===== src/shared/rtd_defines.svh =====
// Purpose: Offsets, field positions, reset values and limit codes of the RTD value formatter.
// Assumes: APB byte addresses, one 32-bit word per register.
// Notes:   Limit codes are signed 16-bit words in range units.
`ifndef RTD_DEFINES_SVH
`define RTD_DEFINES_SVH

`define OFF_CTRL       8'h00
`define OFF_STATUS     8'h04
`define OFF_MASK       8'h08
`define OFF_VALUE      8'h0C
`define OFF_DIAG       8'h10

`define CTRL_W         7
`define CTRL_RST       7'h10
`define STAT_W         4
`define STAT_OPEN      0
`define STAT_LOWER     1
`define STAT_UPPER     2
`define STAT_CONV      3
`define MASK_RST       4'h0

`define RES_CODE_MAX   3'h4
`define RES_BASE_BITS  11

`define SAT_HI         16'h7FFF
`define SAT_LO         16'h8000

`define PTS_RATED_HI   16'h2134
`define PTS_OVER_HI    16'h2710
`define PTS_RATED_LO   16'hF830
`define PTS_UNDER_LO   16'hF682
`define PTC_RATED_HI   16'h32C8
`define PTC_OVER_HI    16'h3C8C
`define PTC_RATED_LO   16'hD120
`define PTC_UNDER_LO   16'hC75C
`define NIS_RATED_HI   16'h09C4
`define NIS_OVER_HI    16'h0B86
`define NIS_RATED_LO   16'hFDA8
`define NIS_UNDER_LO   16'hFBE6

`define ERR_NONE       5'h00
`define ERR_OPEN       5'h06
`define ERR_UPPER      5'h07
`define ERR_LOWER      5'h08

`endif


===== src/shared/rtd_pkg.sv =====
// Purpose: Types shared by the RTD value formatter and its helpers.
// Assumes: Field widths match the defines header.
// Notes:   Range codes follow the order of the enum.
package rtd_pkg;

  typedef enum logic [1:0] {
    platinum_standard_range,
    platinum_climatic_range,
    nickel_standard_range,
    range_unused
  } range_e;

  typedef enum logic [2:0] {
    band_rated,
    band_over,
    band_under,
    band_overflow,
    band_underflow
  } band_e;

  typedef struct packed {
    logic       ovf_en;
    logic       wb_en;
    logic [2:0] res;
    range_e     range;
  } ctrl_s;

  typedef struct packed {
    logic [2:0] band;
    logic [4:0] code;
  } diag_s;

endpackage : rtd_pkg


===== src/logic/rtd_input_sync.sv =====
// Purpose: Two-flop synchroniser for a level that arrives from a pin.
// Assumes: The level is slow against pclk.
// Notes:   Only the second flop is read outside.
`timescale 1ns/1ns
module rtd_input_sync
(
  input  wire logic pclk,
  input  wire logic presetn,
  input  wire logic ce,
  input  wire logic pin_in,
  output logic      level_out
);

  logic meta_ff;

  always_ff @(posedge pclk or negedge presetn)
  begin
    if (!presetn)
    begin
      meta_ff   <= 1'b0;
      level_out <= 1'b0;
    end
    else if (ce)
    begin
      meta_ff   <= pin_in;
      level_out <= meta_ff;
    end
  end

endmodule : rtd_input_sync


===== src/logic/rtd_range_classifier.sv =====
// Purpose: Sorts a scaled reading into the bands of the selected sensor range.
// Assumes: The reading is already left-justified in the 16-bit word.
// Notes:   Purely combinational; the unused range code reports not valid.
`timescale 1ns/1ns
`include "rtd_defines.svh"
module rtd_range_classifier
  import rtd_pkg::*;
(
  input  wire logic [15:0] value,
  input  range_e           range_sel,
  output band_e            band,
  output logic             range_ok
);

  logic signed [15:0] rated_hi;
  logic signed [15:0] over_hi;
  logic signed [15:0] rated_lo;
  logic signed [15:0] under_lo;
  logic signed [15:0] sval;

  assign sval     = $signed(value);
  assign range_ok = (range_sel != range_unused);
  assign rated_hi = $signed((range_sel == platinum_climatic_range) ? `PTC_RATED_HI :
                            (range_sel == nickel_standard_range)   ? `NIS_RATED_HI : `PTS_RATED_HI);
  assign over_hi  = $signed((range_sel == platinum_climatic_range) ? `PTC_OVER_HI :
                            (range_sel == nickel_standard_range)   ? `NIS_OVER_HI : `PTS_OVER_HI);
  assign rated_lo = $signed((range_sel == platinum_climatic_range) ? `PTC_RATED_LO :
                            (range_sel == nickel_standard_range)   ? `NIS_RATED_LO : `PTS_RATED_LO);
  assign under_lo = $signed((range_sel == platinum_climatic_range) ? `PTC_UNDER_LO :
                            (range_sel == nickel_standard_range)   ? `NIS_UNDER_LO : `PTS_UNDER_LO);

  assign band = (sval > over_hi)  ? band_overflow :
                (sval > rated_hi) ? band_over :
                (sval < under_lo) ? band_underflow :
                (sval < rated_lo) ? band_under : band_rated;

endmodule : rtd_range_classifier


===== src/logic/rtd_value_formatter.sv =====
// Purpose: Formats converter readings into the 16-bit accumulator word with range
//          classification, saturation, wire-break substitution and diagnostics.
// Assumes: conv_valid and conv_code come from converter logic on pclk; the wire
//          break flag comes from a pin; registers are reached over APB.
// Notes:   Zero-wait APB slave; one level interrupt from sticky status bits.
// Operation
// - Word is 16-bit two's complement, sign in bit 15.
// - Two's complement; same nominal range gives same code for input and output.
// - Lower resolutions are left-justified, unused low bits forced to zero.
// - LSB weight is 16, 8, 4, 2, 1 for 11 to 15 bits plus sign.
// - Wire break with break diagnostics on gives 7FFF and open-circuit event.
// - Break diagnostics off, limit diagnostics on: 8000 and lower-limit event.
// - Both diagnostics off: wire break gives 8000 and no event.
// - Platinum standard: tenth degree units, rated -2000 to 8500.
// - Platinum standard overshoot to 10000, underrange to -2430, then saturation.
// - Platinum climatic: hundredth degree, rated -12000..13000, limits 15500/-14500.
// - Nickel standard: tenth degree, nominal -600..2500, limits 2950/-1050.
// - Classify into five bands; overshoot and underrange pass unchanged.
// - Output 7FFF until first conversion after reset or parameter change.
// - Lower-limit event uses error code 8.
// - Open-circuit event uses error code 6.
//
// Decided for this implementation: the register addresses and register access over APB.
`timescale 1ns/1ns
`include "rtd_defines.svh"
module rtd_value_formatter
  import rtd_pkg::*;
#(
  parameter int WORD_W = 16
)
(
  input  wire logic        pclk,
  input  wire logic        presetn,
  input  wire logic        ce,
  input  wire logic        psel,
  input  wire logic        penable,
  input  wire logic        pwrite,
  input  wire logic [7:0]  paddr,
  input  wire logic [31:0] pwdata,
  output logic      [31:0] prdata,
  output logic             pready,
  output logic             pslverr,
  input  wire logic        conv_valid,
  input  wire logic [15:0] conv_code,
  input  wire logic        wire_break_pin,
  output logic      [15:0] accumulator_word,
  output logic             word_fresh,
  output logic             irq
);

  typedef enum logic {
    fmt_stale,
    fmt_live
  } fmt_e;

  if (WORD_W != 16)
  begin : g_width_check
    $error("rtd_value_formatter serves a 16-bit word only");
  end

  // Shift that left-justifies a reading of the given resolution code.
  function automatic logic [3:0] justify_shift(input logic [2:0] res);
    logic [3:0] sh;
    sh = 4'h4 - {1'b0, res};
    return sh;
  endfunction : justify_shift

  ctrl_s              ctrl_ff;
  logic [`STAT_W-1:0] status_ff;
  logic [`STAT_W-1:0] mask_ff;
  diag_s              diag_ff;
  fmt_e               fmt_ff;
  logic [15:0]        word_ff;
  logic [31:0]        prdata_ff;
  logic               pready_ff;
  logic               pslverr_ff;
  logic               irq_ff;

  logic               wire_break;
  logic               setup;
  logic               access;
  logic               wr_access;
  logic               hit_ctrl;
  logic               hit_status;
  logic               hit_mask;
  logic               hit_value;
  logic               hit_diag;
  logic               hit_any;
  logic               res_ok;
  logic               range_ok;
  logic               cfg_ok;
  logic [15:0]        scaled;
  band_e              band;
  logic               take;
  logic               ev_open;
  logic               ev_lower;
  logic               ev_upper;
  logic [`STAT_W-1:0] events;
  logic [`STAT_W-1:0] clr;
  logic [15:0]        nxt_word;
  logic [4:0]         nxt_code;
  logic [`STAT_W-1:0] nxt_status;
  logic [31:0]        nxt_prdata;

  rtd_input_sync u_break_sync
  (
    .pclk      (pclk),
    .presetn   (presetn),
    .ce        (ce),
    .pin_in    (wire_break_pin),
    .level_out (wire_break)
  );

  // Readings are scaled before classification so the limits apply to the word.
  assign res_ok = (ctrl_ff.res <= `RES_CODE_MAX);
  assign scaled = conv_code << justify_shift(ctrl_ff.res);

  rtd_range_classifier u_classifier
  (
    .value     (scaled),
    .range_sel (ctrl_ff.range),
    .band      (band),
    .range_ok  (range_ok)
  );

  assign cfg_ok = res_ok & range_ok;

  assign setup      = psel & ~penable;
  assign access     = psel & penable & pready_ff;
  assign wr_access  = access & pwrite & ~pslverr_ff;
  assign hit_ctrl   = (paddr == `OFF_CTRL);
  assign hit_status = (paddr == `OFF_STATUS);
  assign hit_mask   = (paddr == `OFF_MASK);
  assign hit_value  = (paddr == `OFF_VALUE);
  assign hit_diag   = (paddr == `OFF_DIAG);
  assign hit_any    = hit_ctrl | hit_status | hit_mask | hit_value | hit_diag;

  assign nxt_prdata = hit_ctrl   ? {25'h0, ctrl_ff} :
                      hit_status ? {28'h0, status_ff} :
                      hit_mask   ? {28'h0, mask_ff} :
                      hit_value  ? {15'h0, (fmt_ff == fmt_live), word_ff} :
                      hit_diag   ? {24'h0, diag_ff} : 32'h0;

  // A parameter write takes priority over a conversion landing in the same cycle.
  assign take = conv_valid & ~(wr_access & hit_ctrl);

  // Invalid settings first, then wire break, then saturation bands, then the measured value.
  assign ev_open  = take & cfg_ok & wire_break & ctrl_ff.wb_en;
  assign ev_lower = take & cfg_ok & ctrl_ff.ovf_en & ~(wire_break & ctrl_ff.wb_en) &
                    (wire_break | (band == band_underflow));
  assign ev_upper = take & cfg_ok & ctrl_ff.ovf_en & ~wire_break & (band == band_overflow);
  assign events   = {take & cfg_ok, ev_upper, ev_lower, ev_open};

  assign nxt_word = ~cfg_ok                        ? `SAT_HI :
                    (wire_break & ctrl_ff.wb_en)   ? `SAT_HI :
                    wire_break                     ? `SAT_LO :
                    (band == band_overflow)        ? `SAT_HI :
                    (band == band_underflow)       ? `SAT_LO : scaled;

  assign nxt_code = ev_open  ? `ERR_OPEN :
                    ev_lower ? `ERR_LOWER :
                    ev_upper ? `ERR_UPPER : `ERR_NONE;

  // Set wins over a write-one-to-clear in the same cycle.
  assign clr        = (wr_access & hit_status) ? pwdata[`STAT_W-1:0] : '0;
  assign nxt_status = (status_ff & ~clr) | events;

  always_ff @(posedge pclk or negedge presetn)
  begin
    if (!presetn)
    begin
      pready_ff  <= 1'b0;
      pslverr_ff <= 1'b0;
      prdata_ff  <= 32'h0;
    end
    else if (ce)
    begin
      pready_ff  <= setup;
      pslverr_ff <= setup & ~hit_any;
      if (setup)
      begin
        prdata_ff <= pwrite ? 32'h0 : nxt_prdata;
      end
    end
  end

  always_ff @(posedge pclk or negedge presetn)
  begin
    if (!presetn)
    begin
      ctrl_ff <= ctrl_s'(`CTRL_RST);
      mask_ff <= `MASK_RST;
    end
    else if (ce & wr_access)
    begin
      if (hit_ctrl)
      begin
        ctrl_ff <= ctrl_s'(pwdata[`CTRL_W-1:0]);
      end
      if (hit_mask)
      begin
        mask_ff <= pwdata[`STAT_W-1:0];
      end
    end
  end

  always_ff @(posedge pclk or negedge presetn)
  begin
    if (!presetn)
    begin
      status_ff <= '0;
      irq_ff    <= 1'b0;
    end
    else if (ce)
    begin
      status_ff <= nxt_status;
      irq_ff    <= |(nxt_status & mask_ff);
    end
  end

  // The word is only replaced whole, so a reader never sees a mixed value.
  always_ff @(posedge pclk or negedge presetn)
  begin
    if (!presetn)
    begin
      fmt_ff  <= fmt_stale;
      word_ff <= `SAT_HI;
      diag_ff <= '0;
    end
    else if (ce)
    begin
      unique case (fmt_ff)
        fmt_stale:
        begin
          if (take & cfg_ok)
          begin
            fmt_ff <= fmt_live;
          end
        end
        fmt_live:
        begin
          if (wr_access & hit_ctrl)
          begin
            fmt_ff <= fmt_stale;
          end
        end
      endcase
      if (wr_access & hit_ctrl)
      begin
        word_ff <= `SAT_HI;
      end
      else if (take)
      begin
        word_ff <= nxt_word;
        diag_ff <= '{band: band, code: nxt_code};
      end
    end
  end

  assign prdata           = prdata_ff;
  assign pready           = pready_ff;
  assign pslverr          = pslverr_ff;
  assign accumulator_word = word_ff;
  assign word_fresh       = (fmt_ff == fmt_live);
  assign irq              = irq_ff;

endmodule : rtd_value_formatter


===== config.mk =====
export PLATFORM = sky130hd
export DESIGN_NAME = rtd_value_formatter
export DESIGN_NICKNAME = d
export VERILOG_FILES = /design/src/shared/rtd_pkg.sv /design/src/logic/rtd_input_sync.sv /design/src/logic/rtd_range_classifier.sv /design/src/logic/rtd_value_formatter.sv
export VERILOG_INCLUDE_DIRS = /design/src /design/src/shared
export SDC_FILE = /design/constraint.sdc
export NUM_CORES = 1
export LEC_CHECK = 0
export BUFFER_PORTS_ARGS = -buffer_cell sky130_fd_sc_hd__buf_2
export CORE_MARGIN = 8
export CORE_UTILIZATION = 58
export DETAILED_ROUTE_END_ITERATION = 12
export GPL_ROUTABILITY_DRIVEN = 0
export GPL_TIMING_DRIVEN = 0
export MAX_ROUTING_LAYER = met4
export PLACE_DENSITY = 0.86
export RECOVER_POWER = 100
export SETUP_SLACK_MARGIN = 0.2
export SLEW_MARGIN = 20
export SYNTH_ARGS = -nofsm -noshare
export SYNTH_HDL_FRONTEND = slang
export SYNTH_SLANG_ARGS = --single-unit

===== constraint.sdc =====
create_clock -name pclk -period 9.8 [get_ports pclk]
set_input_delay 1.96 -clock pclk [delete_from_list [all_inputs] [get_ports pclk]]
set_output_delay 1.96 -clock pclk [all_outputs]
set_load 0.005 [all_outputs]

==> flow_metrics.py, run 1 <==
metrics = {
    "global_routing": {
        "grt_pass1_wl_mm": 20.9,
        "first_global_vias": 4389,
        "grt_overflow": 0,
        "antenna_found_initial": 0,
        "track_usage_pct": 23.5,
        "grt_max_degree": 61,
    },
    "route": {
        "wire_per_inst_um": 18.1,
        "ant_nets": 0,
        "dr.first_iter.drc_count": 351,
        "drt-met1-wl_mm": 5.21,
        "drt_wl_total_mm": 12.8,
        "via_count": 4408,
        "drtPass1Iterations": 8,
        "route.top_layer_used": "met4",
        "vias_per_cell": 6.22,
        "remaining_drc_errors": 0,
        "dr_wl_met2_mm": 6.05,
        "wl_met3_mm": 1.21,
    },
    "placed_design": {
        "dpl.hpwl_mm": 9.81,
        "placed_area_um2": 5080,
        "port_buffers": 74,
    },
    "hold_path": {
        "holdPathStages": 2,
        "whs_endpoint": "prdata[7]",
        "hp-class": "reg2reg",
        "hold_start": "prdata[7]",
    },
    "timing": {
        "finalSetupTns_ns": 0,
        "setup_violations": 0,
        "relSlewSlack_pct": -109,
        "rsz0062_at_grt": "false",
        "post-route-min-period_ns": 6.75,
        "fin_crit_sh_pct": 68.8,
        "finalHoldViolCount": 0,
        "fin_skew_ns": 0.00902,
        "fmax_mhz": 148,
        "tightest_slew_ns": 3.14,
        "slew_viol_final": 61,
    },
    "layout": {
        "syn_to_final_growth_pct": 15.7,
        "fin_nets": 693,
        "design_area_um2": 5240,
        "diodes": 0,
        "fill_cells": 639,
        "final_layout_size_suffix_gt1_share_pct": 19.9,
    },
    "cts": {
        "cts.sinks": 60,
        "cts_tree": "done",
        "htree_levels": 3,
        "clock_latency_ns": 0.33,
        "cts_buffers": 9,
        "hold_buffers": 0,
        "path_clk_slew_ns": 0.07,
        "cts_root_buffer": "clkbuf_8",
        "ctsResizeCount": 0,
        "clockBufferDepth": 2,
        "postCtsSetupBuffers": 0,
    },
    "yosys": {
        "synth_top_area_share_pct": 24.3,
        "synth_top_area_cell": "dfrtp_1",
        "synth_flop_cell": "dfrtp_1",
        "synth_edf_count": 0,
        "async_flop_share_pct": 100,
        "syn-cell-area_um2": 4530,
        "synth.distinct_cells": 65,
        "synth-seq-cells": 60,
        "syn_avg_cell_area_um2": 9.00,
        "synth_warnings": 0,
        "syn_inst": 503,
        "ys_seq_area_share_pct": 33.6,
        "ys_top_cells_by_area": "dfrtp_1, dfstp_2, ha_1",
    },
    "worst_setup_path": {
        "cp.required_ns": 10.06,
        "arrival_ns": 7.00,
        "startpoint_type": "flop",
        "r2r_start": "ctrl_ff[2]",
        "worst-path-max-fanout": 10,
        "endpoint_kind": "flop",
        "crit_type": "reg2reg",
        "reg2reg_depth": 21,
        "r2r_slack_ns": 3.05,
        "r2r_end": "accumulator_word[9]",
    },
    "pwr": {
        "power_density_nw_per_um2": 120,
        "vdd_ir_drop_max_mv": 0.0768,
        "p_leak_uw": 0.00230,
    },
    "flow_run": {
        "maxCapViolations": 1,
    },
    "die": {
        "rows": 32,
        "die_w_um": 104,
        "dieArea_um2": 10900,
        "initial_utilization_pct": 59.2,
        "die_y_um": 104,
        "io_pins": 116,
        "core-area_um2": 7650,
    },
    "outcome": {
        "violations": "max-capacitance violations, max-slew violations",
        "status": "finished, violations left",
    },
}
## per-stage QoR
| step | hold slack (ns) | cells | util, % | setup slack [ns] | total power, uW |
|---|---|---|---|---|---|
| 2_1_floorplan | 0.447 | 517 | - | 4.59 | 345 |
| 3_3_place_gp | 0.456 | 693 | 66.4 | 4.19 | 386 |
| 3_5_place_dp | 0.467 | 693 | 66.5 | 4.12 | 391 |
| 4_1_cts | 0.483 | 709 | 69.3 | 4.42 | 636 |
| 5_1_grt | 0.499 | 709 | 68.5 | 2.70 | 657 |
| 6_report | 0.484 | 709 | 68.5 | 3.05 | 630 |
## layer usage
metal | global-route usage [%] | vias up
met3 | 5.27 | 45
met2 | 37.4 | 270
met1 | 28.5 | 2071
li1 | - | 2022
met4 | 8.48 | 0
met5 | - | -
## cells in the final DEF, fill, tap and decap left out, types with 10 or more instances in the layout
cell type / n
o211ai_1: 10
o21ai_0: 21
clkbuf_8: 10
dfrtp_1: 44
nor2_1: 43
nand3_1: 10
a22o_1: 13
buf_4: 16
mux2_2: 17
dfstp_1: 15
ha_1: 27
a21oi_1: 35
nand2_1: 70
mux4_2: 11
conb_1: 15
buf_2: 56
mux2i_1: 15
inv_1: 20
clkbuf_1: 40
## cell type report
| class | count | area, um^2 | share of cell area [%] |
|---|---|---|---|
| well taps | 102 | 128 | 2.44 |
| flip-flops and latches | 60 | 1520 | 29.0 |
| plain buffers | 39 | 224 | 4.27 |
| multi-input cells | 397 | 2720 | 52.0 |
| repair buffers | 74 | 347 | 6.61 |
| clock buffers | 12 | 145 | 2.77 |
| inverters | 21 | 78.8 | 1.50 |
| clock inverters | 4 | 72.6 | 1.38 |
## cell usage after synthesis (4+ instances only)
cell type,count
nor3_1,6
nand2b_1,7
dfrtp_1,44
o211ai_1,10
dfstp_2,16
and3_1,6
o31ai_1,5
nor2_1,43
a21oi_1,35
a21o_1,5
or2_2,4
nor4_1,5
buf_4,17
buf_2,4
nand2_1,70
a22o_1,13
or3_1,5
mux2_2,17
mux4_2,11
ha_1,27
inv_1,20
clkbuf_1,14
mux2i_1,15
nand3_1,10
a31oi_1,6
o21ai_0,20
## worst max-delay path, cell delays in order (launching register included)
cell and delay [ns]:
dfrtp_1 0.32, clkbuf_1 0.34, clkinv_1 0.33, ha_1 0.36, clkbuf_1 0.42, clkbuf_1 0.47, clkbuf_1 0.45, mux2i_1 0.26
nand2_1 0.07, a21oi_1 0.15, nor2_1 0.08, o21ai_0 0.32, inv_1 0.15, ha_1 0.37, or2_2 0.33, a311o_1 0.27
or3_1 0.36, a211o_1 0.30, a31oi_1 0.60, clkbuf_1 0.36, nand2_1 0.13, a21oi_1 0.22
## worst max-delay path by stage
stage	startpoint	endpoint	slack, ns
2_1_floorplan	conv_code[0]	irq	4.59
3_3_place_gp	conv_code[0]	irq	4.19
3_5_place_dp	conv_code[0]	irq	4.12
4_1_cts	conv_code[0]	accumulator_word[9]	4.42
5_1_grt	ctrl_ff[2]	accumulator_word[9]	2.70
6_report	ctrl_ff[2]	accumulator_word[9]	3.05
## power by group
part / switching [uW] / leakage [uW] / internal [uW]
Combinational: 60.6 / 0.00146 / 43.6
Clock: 96.2 / 0.000107 / 150
Sequential: 12.8 / 0.000738 / 267
## state kept, by name, summed over array words and instances (netlist names)
signal,cells
accumulator_word,16
status_ff,4
u_break_sync.level_out,1
pready,1
word_fresh,1
u_break_sync.meta_ff,1
irq,1
diag_ff,6
ctrl_ff,7
mask_ff,4
prdata,17
pslverr,1
## kinds of logic (layout without fill, tap and decap cells)
logic type,count (synthesis),count (layout),share of synthesized area [%]
DFF,60,60,33.6
buffers and inverters,60,150,7.02
AOI/OAI and AO/OA,136,136,20.6
xor gates and xnor gates,1,1,0.193
muxes,43,43,13.0
other,1,15,0.0828
and+or+nand+nor,174,174,17.8
adders and majority gates,28,28,7.68
No activity file was read; power rests on OpenSTA's default activity.
==> run 2: changes to the inputs <==
--- a/config.mk
+++ b/config.mk
@@ -6,14 +6,15 @@
 export SDC_FILE = /design/constraint.sdc
 export NUM_CORES = 1
 export LEC_CHECK = 0
+export ABC_AREA = 1
 export BUFFER_PORTS_ARGS = -buffer_cell sky130_fd_sc_hd__buf_2
 export CORE_MARGIN = 8
-export CORE_UTILIZATION = 58
+export CORE_UTILIZATION = 55
 export DETAILED_ROUTE_END_ITERATION = 12
 export GPL_ROUTABILITY_DRIVEN = 0
 export GPL_TIMING_DRIVEN = 0
 export MAX_ROUTING_LAYER = met4
-export PLACE_DENSITY = 0.86
+export PLACE_DENSITY = 0.82
 export RECOVER_POWER = 100
 export SETUP_SLACK_MARGIN = 0.2
 export SLEW_MARGIN = 20
==> constraint.sdc (replaced) <==
create_clock -name pclk -period 6.3 [get_ports pclk]
set_input_delay 1.26 -clock pclk [delete_from_list [all_inputs] [get_ports pclk]]
set_output_delay 1.26 -clock pclk [all_outputs]
set_load 0.005 [all_outputs]
==> flow_metrics.py, run 2 <==
metrics = {
    "outcome": {
        "status": "finished, violations left",
        "violations": "max-capacitance violations, max-slew violations",
    },
    "global_routing": {
        "grt_overflow": 0,
        "antenna_found_initial": 0,
        "first_global_vias": 4690,
        "grt_max_degree": 61,
        "grt_pass1_wl_mm": 21.2,
        "track_usage_pct": 23.0,
    },
    "route": {
        "drtPass1Iterations": 5,
        "dr.first_iter.drc_count": 325,
        "via_count": 4782,
        "wire_per_inst_um": 14.8,
        "vias_per_cell": 5.55,
        "ant_nets": 0,
        "drt_wl_total_mm": 12.8,
        "remaining_drc_errors": 0,
    },
    "worst_setup_path": {
        "cp_cell_sequence": "buf_6 -> inv_4 -> clkbuf_1 -> ha_1 -> inv_1 -> ha_1 -> clkbuf_1 -> clkbuf_1 -> nand3_1 -> o21ai_0 -> ha_1 -> nand2_1 -> nor2_1 -> nand3_1 -> nor2_1 -> nand4_1 -> nor2_1 -> nor2_1 -> nand2_1 -> o21ai_2 -> inv_2 -> buf_6 -> a22oi_1",
        "endpoint_kind": "flop",
        "slowest_delay_ns": 0.66,
        "worst-path-max-fanout": 10,
        "cp.required_ns": 6.54,
        "crit_buf_inv": 8,
        "path_delay_family": "buffers and inverters",
        "arrival_ns": 5.13,
        "critPathMostFrequentCell": "nor2_1",
        "crit_type": "reg2reg",
        "critical_path.slowest_cell": "o21ai_0",
        "startpoint_type": "flop",
    },
    "cts": {
        "path_clk_slew_ns": 0.07,
        "postCtsSetupBuffers": 0,
        "ctsResizeCount": 0,
        "htree_levels": 3,
        "hold_buffers": 0,
        "cts.sinks": 60,
        "cts_tree": "done",
        "cts_root_buffer": "clkbuf_8",
        "clock_latency_ns": 0.34,
        "clockBufferDepth": 2,
        "cts_buffers": 9,
    },
    "timing": {
        "rsz0062_at_grt": "false",
        "setup_violations": 0,
        "post-route-min-period_ns": 4.89,
        "fin_crit_sh_pct": 77.6,
        "relSlewSlack_pct": -103,
        "fmax_mhz": 205,
        "fin_skew_ns": 0.0104,
        "finalHoldViolCount": 0,
        "finalSetupTns_ns": 0,
        "tightest_slew_ns": 3.04,
        "slew_viol_final": 61,
    },
    "pwr": {
        "p_sw_uw": 215,
        "internal_power_uw": 655,
        "clkPwrFrac_pct": 43.0,
        "seqPwrFrac_pct": 46.2,
        "vdd_ir_drop_max_mv": 0.0805,
        "p_leak_uw": 0.00284,
        "power_density_nw_per_um2": 163,
        "combinationalPowerShare_pct": 10.8,
        "p_sw_share_pct": 24.7,
    },
    "yosys": {
        "async_flop_share_pct": 100,
        "synth_warnings": 0,
        "synth_flop_cell": "dfrtp_1",
        "synth_top_cells_by_count": "nand2_1, inv_1, nand3_1, o21ai_0, dfrtp_1",
        "synth.most_common_cell": "nand2_1",
        "synth_edf_count": 0,
        "synth-seq-cells": 60,
        "synth_top_area_cell": "dfrtp_1",
        "syn-cell-area_um2": 4650,
        "synth.distinct_cells": 45,
        "ys_top_cells_by_area": "dfrtp_1, nand2_1, dfstp_2",
        "syn_avg_cell_area_um2": 7.11,
        "ys_seq_area_share_pct": 32.7,
        "synth_top_area_share_pct": 23.7,
        "syn_inst": 653,
    },
    "hold_path": {
        "hp-class": "reg2reg",
    },
    "flow_run": {
        "maxCapViolations": 1,
    },
    "layout": {
        "final_common_cell": "nand2_1",
        "fin_nets": 843,
        "final_layout_size_suffix_gt1_share_pct": 18.4,
        "fill_cells": 738,
        "diodes": 0,
        "largest_reg_flops": 17,
        "fin_util_pct": 64.8,
        "mostFrequentLayoutCells": "nand2_1, inv_1, buf_2",
        "syn_to_final_growth_pct": 14.6,
    },
    "die": {
        "initial_utilization_pct": 56.5,
        "rows": 33,
        "die_y_um": 108,
        "die_w_um": 108,
        "dieArea_um2": 11600,
        "io_pins": 116,
        "core-area_um2": 8220,
    },
    "placed_design": {
        "port_buffers": 74,
        "dpl.hpwl_mm": 10.2,
    },
}
==> run 2: cell types whose count changed in the layout (fill, tap and decap cells not counted), sizes merged, moves of 8 or more <==
| cell | delta |
|---|---|
| inv | +67 |
| mux2i | -15 |
| mux4 | -11 |
| buf | +8 |
| clkbuf | -11 |
| a22oi | +11 |
| nand2 | +128 |
| mux2 | -17 |
| a21oi | -9 |
| a22o | -12 |
| o21ai | +30 |
| nand3 | +55 |
==> run 2: layout make-up <==
cell class | count | area [um^2] | share of cell area (%)
clock inverter | 3 | 42.5 | 0.799
tap | 105 | 131 | 2.47
inverter | 87 | 332 | 6.23
multi-input combinational | 485 | 2530 | 47.5
timing repair buffer | 74 | 348 | 6.53
buffer | 35 | 243 | 4.56
clock buffer | 13 | 179 | 3.36
sequential | 60 | 1520 | 28.6
==> run 2: metrics by stage <==
stage | instances | worst slack (ns) | hold slack [ns] | area, um^2 | total power [uW]
CTS | 862 | 2.26 | 0.483 | 5420 | 873
global route | 862 | 1.01 | 0.508 | 5330 | 901
detailed placement | 846 | 2.32 | 0.467 | 5200 | 503
finish | 862 | 1.41 | 0.480 | 5330 | 869
global placement | 846 | 2.40 | 0.461 | 5200 | 500
floorplan | 667 | 2.98 | 0.442 | 4700 | 465
==> run 2: cells by family after synthesis <==
| group | count (synthesis) | share of synthesized area, % |
|---|---|---|
| flip-flops | 60 | 32.7 |
| other | 1 | 0.0807 |
| buffers and inverters | 122 | 12.6 |
| AND/OR/NAND/NOR | 325 | 30.7 |
| adder cells (fa/ha/maj) | 27 | 7.27 |
| AO/OA/AOI/OAI | 118 | 16.6 |
==> run 2: worst paths after layout <==
path,to,slack [ns],cells after the start,start
min,prdata[15],0.48,2,prdata[15]
max in group asynchronous,prdata[9],2.66,1,presetn
max reg2reg,accumulator_word[9],1.41,23,ctrl_ff[2]
min reg2reg,prdata[15],0.48,2,prdata[15]
min in group asynchronous,prdata[2],1.91,1,presetn
max,accumulator_word[9],1.41,23,ctrl_ff[2]
==> run 2: metal layers <==
metal  track usage, %  vias up  wire length (um)
li1                 -     2306                 -
met1             26.3     2179              5290
met2             36.8      246              5950
met3             5.27       51              1130
met4             12.0        0               435
met5                -        -                 0
==> run 2: worst reg2reg max path, delay by kind of cell, from the launching register on <==
family | cells | cell delay (ns)
buffers and inverters | 8 | 1.67
AOI/OAI and AO/OA | 3 | 1.01
adders and majority gates | 3 | 0.89
and+or+nand+nor | 9 | 0.86
DFF | 1 | 0.38
==> run 2: power groups by stage <==
stage          combinational, uW  sequential [uW]  clock [uW]
2_1_floorplan               57.9              407           0
3_3_place_gp                91.4              408           0
3_5_place_dp                94.5              409           0
4_1_cts                     94.9              402         377
5_1_grt                      106              402         392
6_report                    94.0              402         374
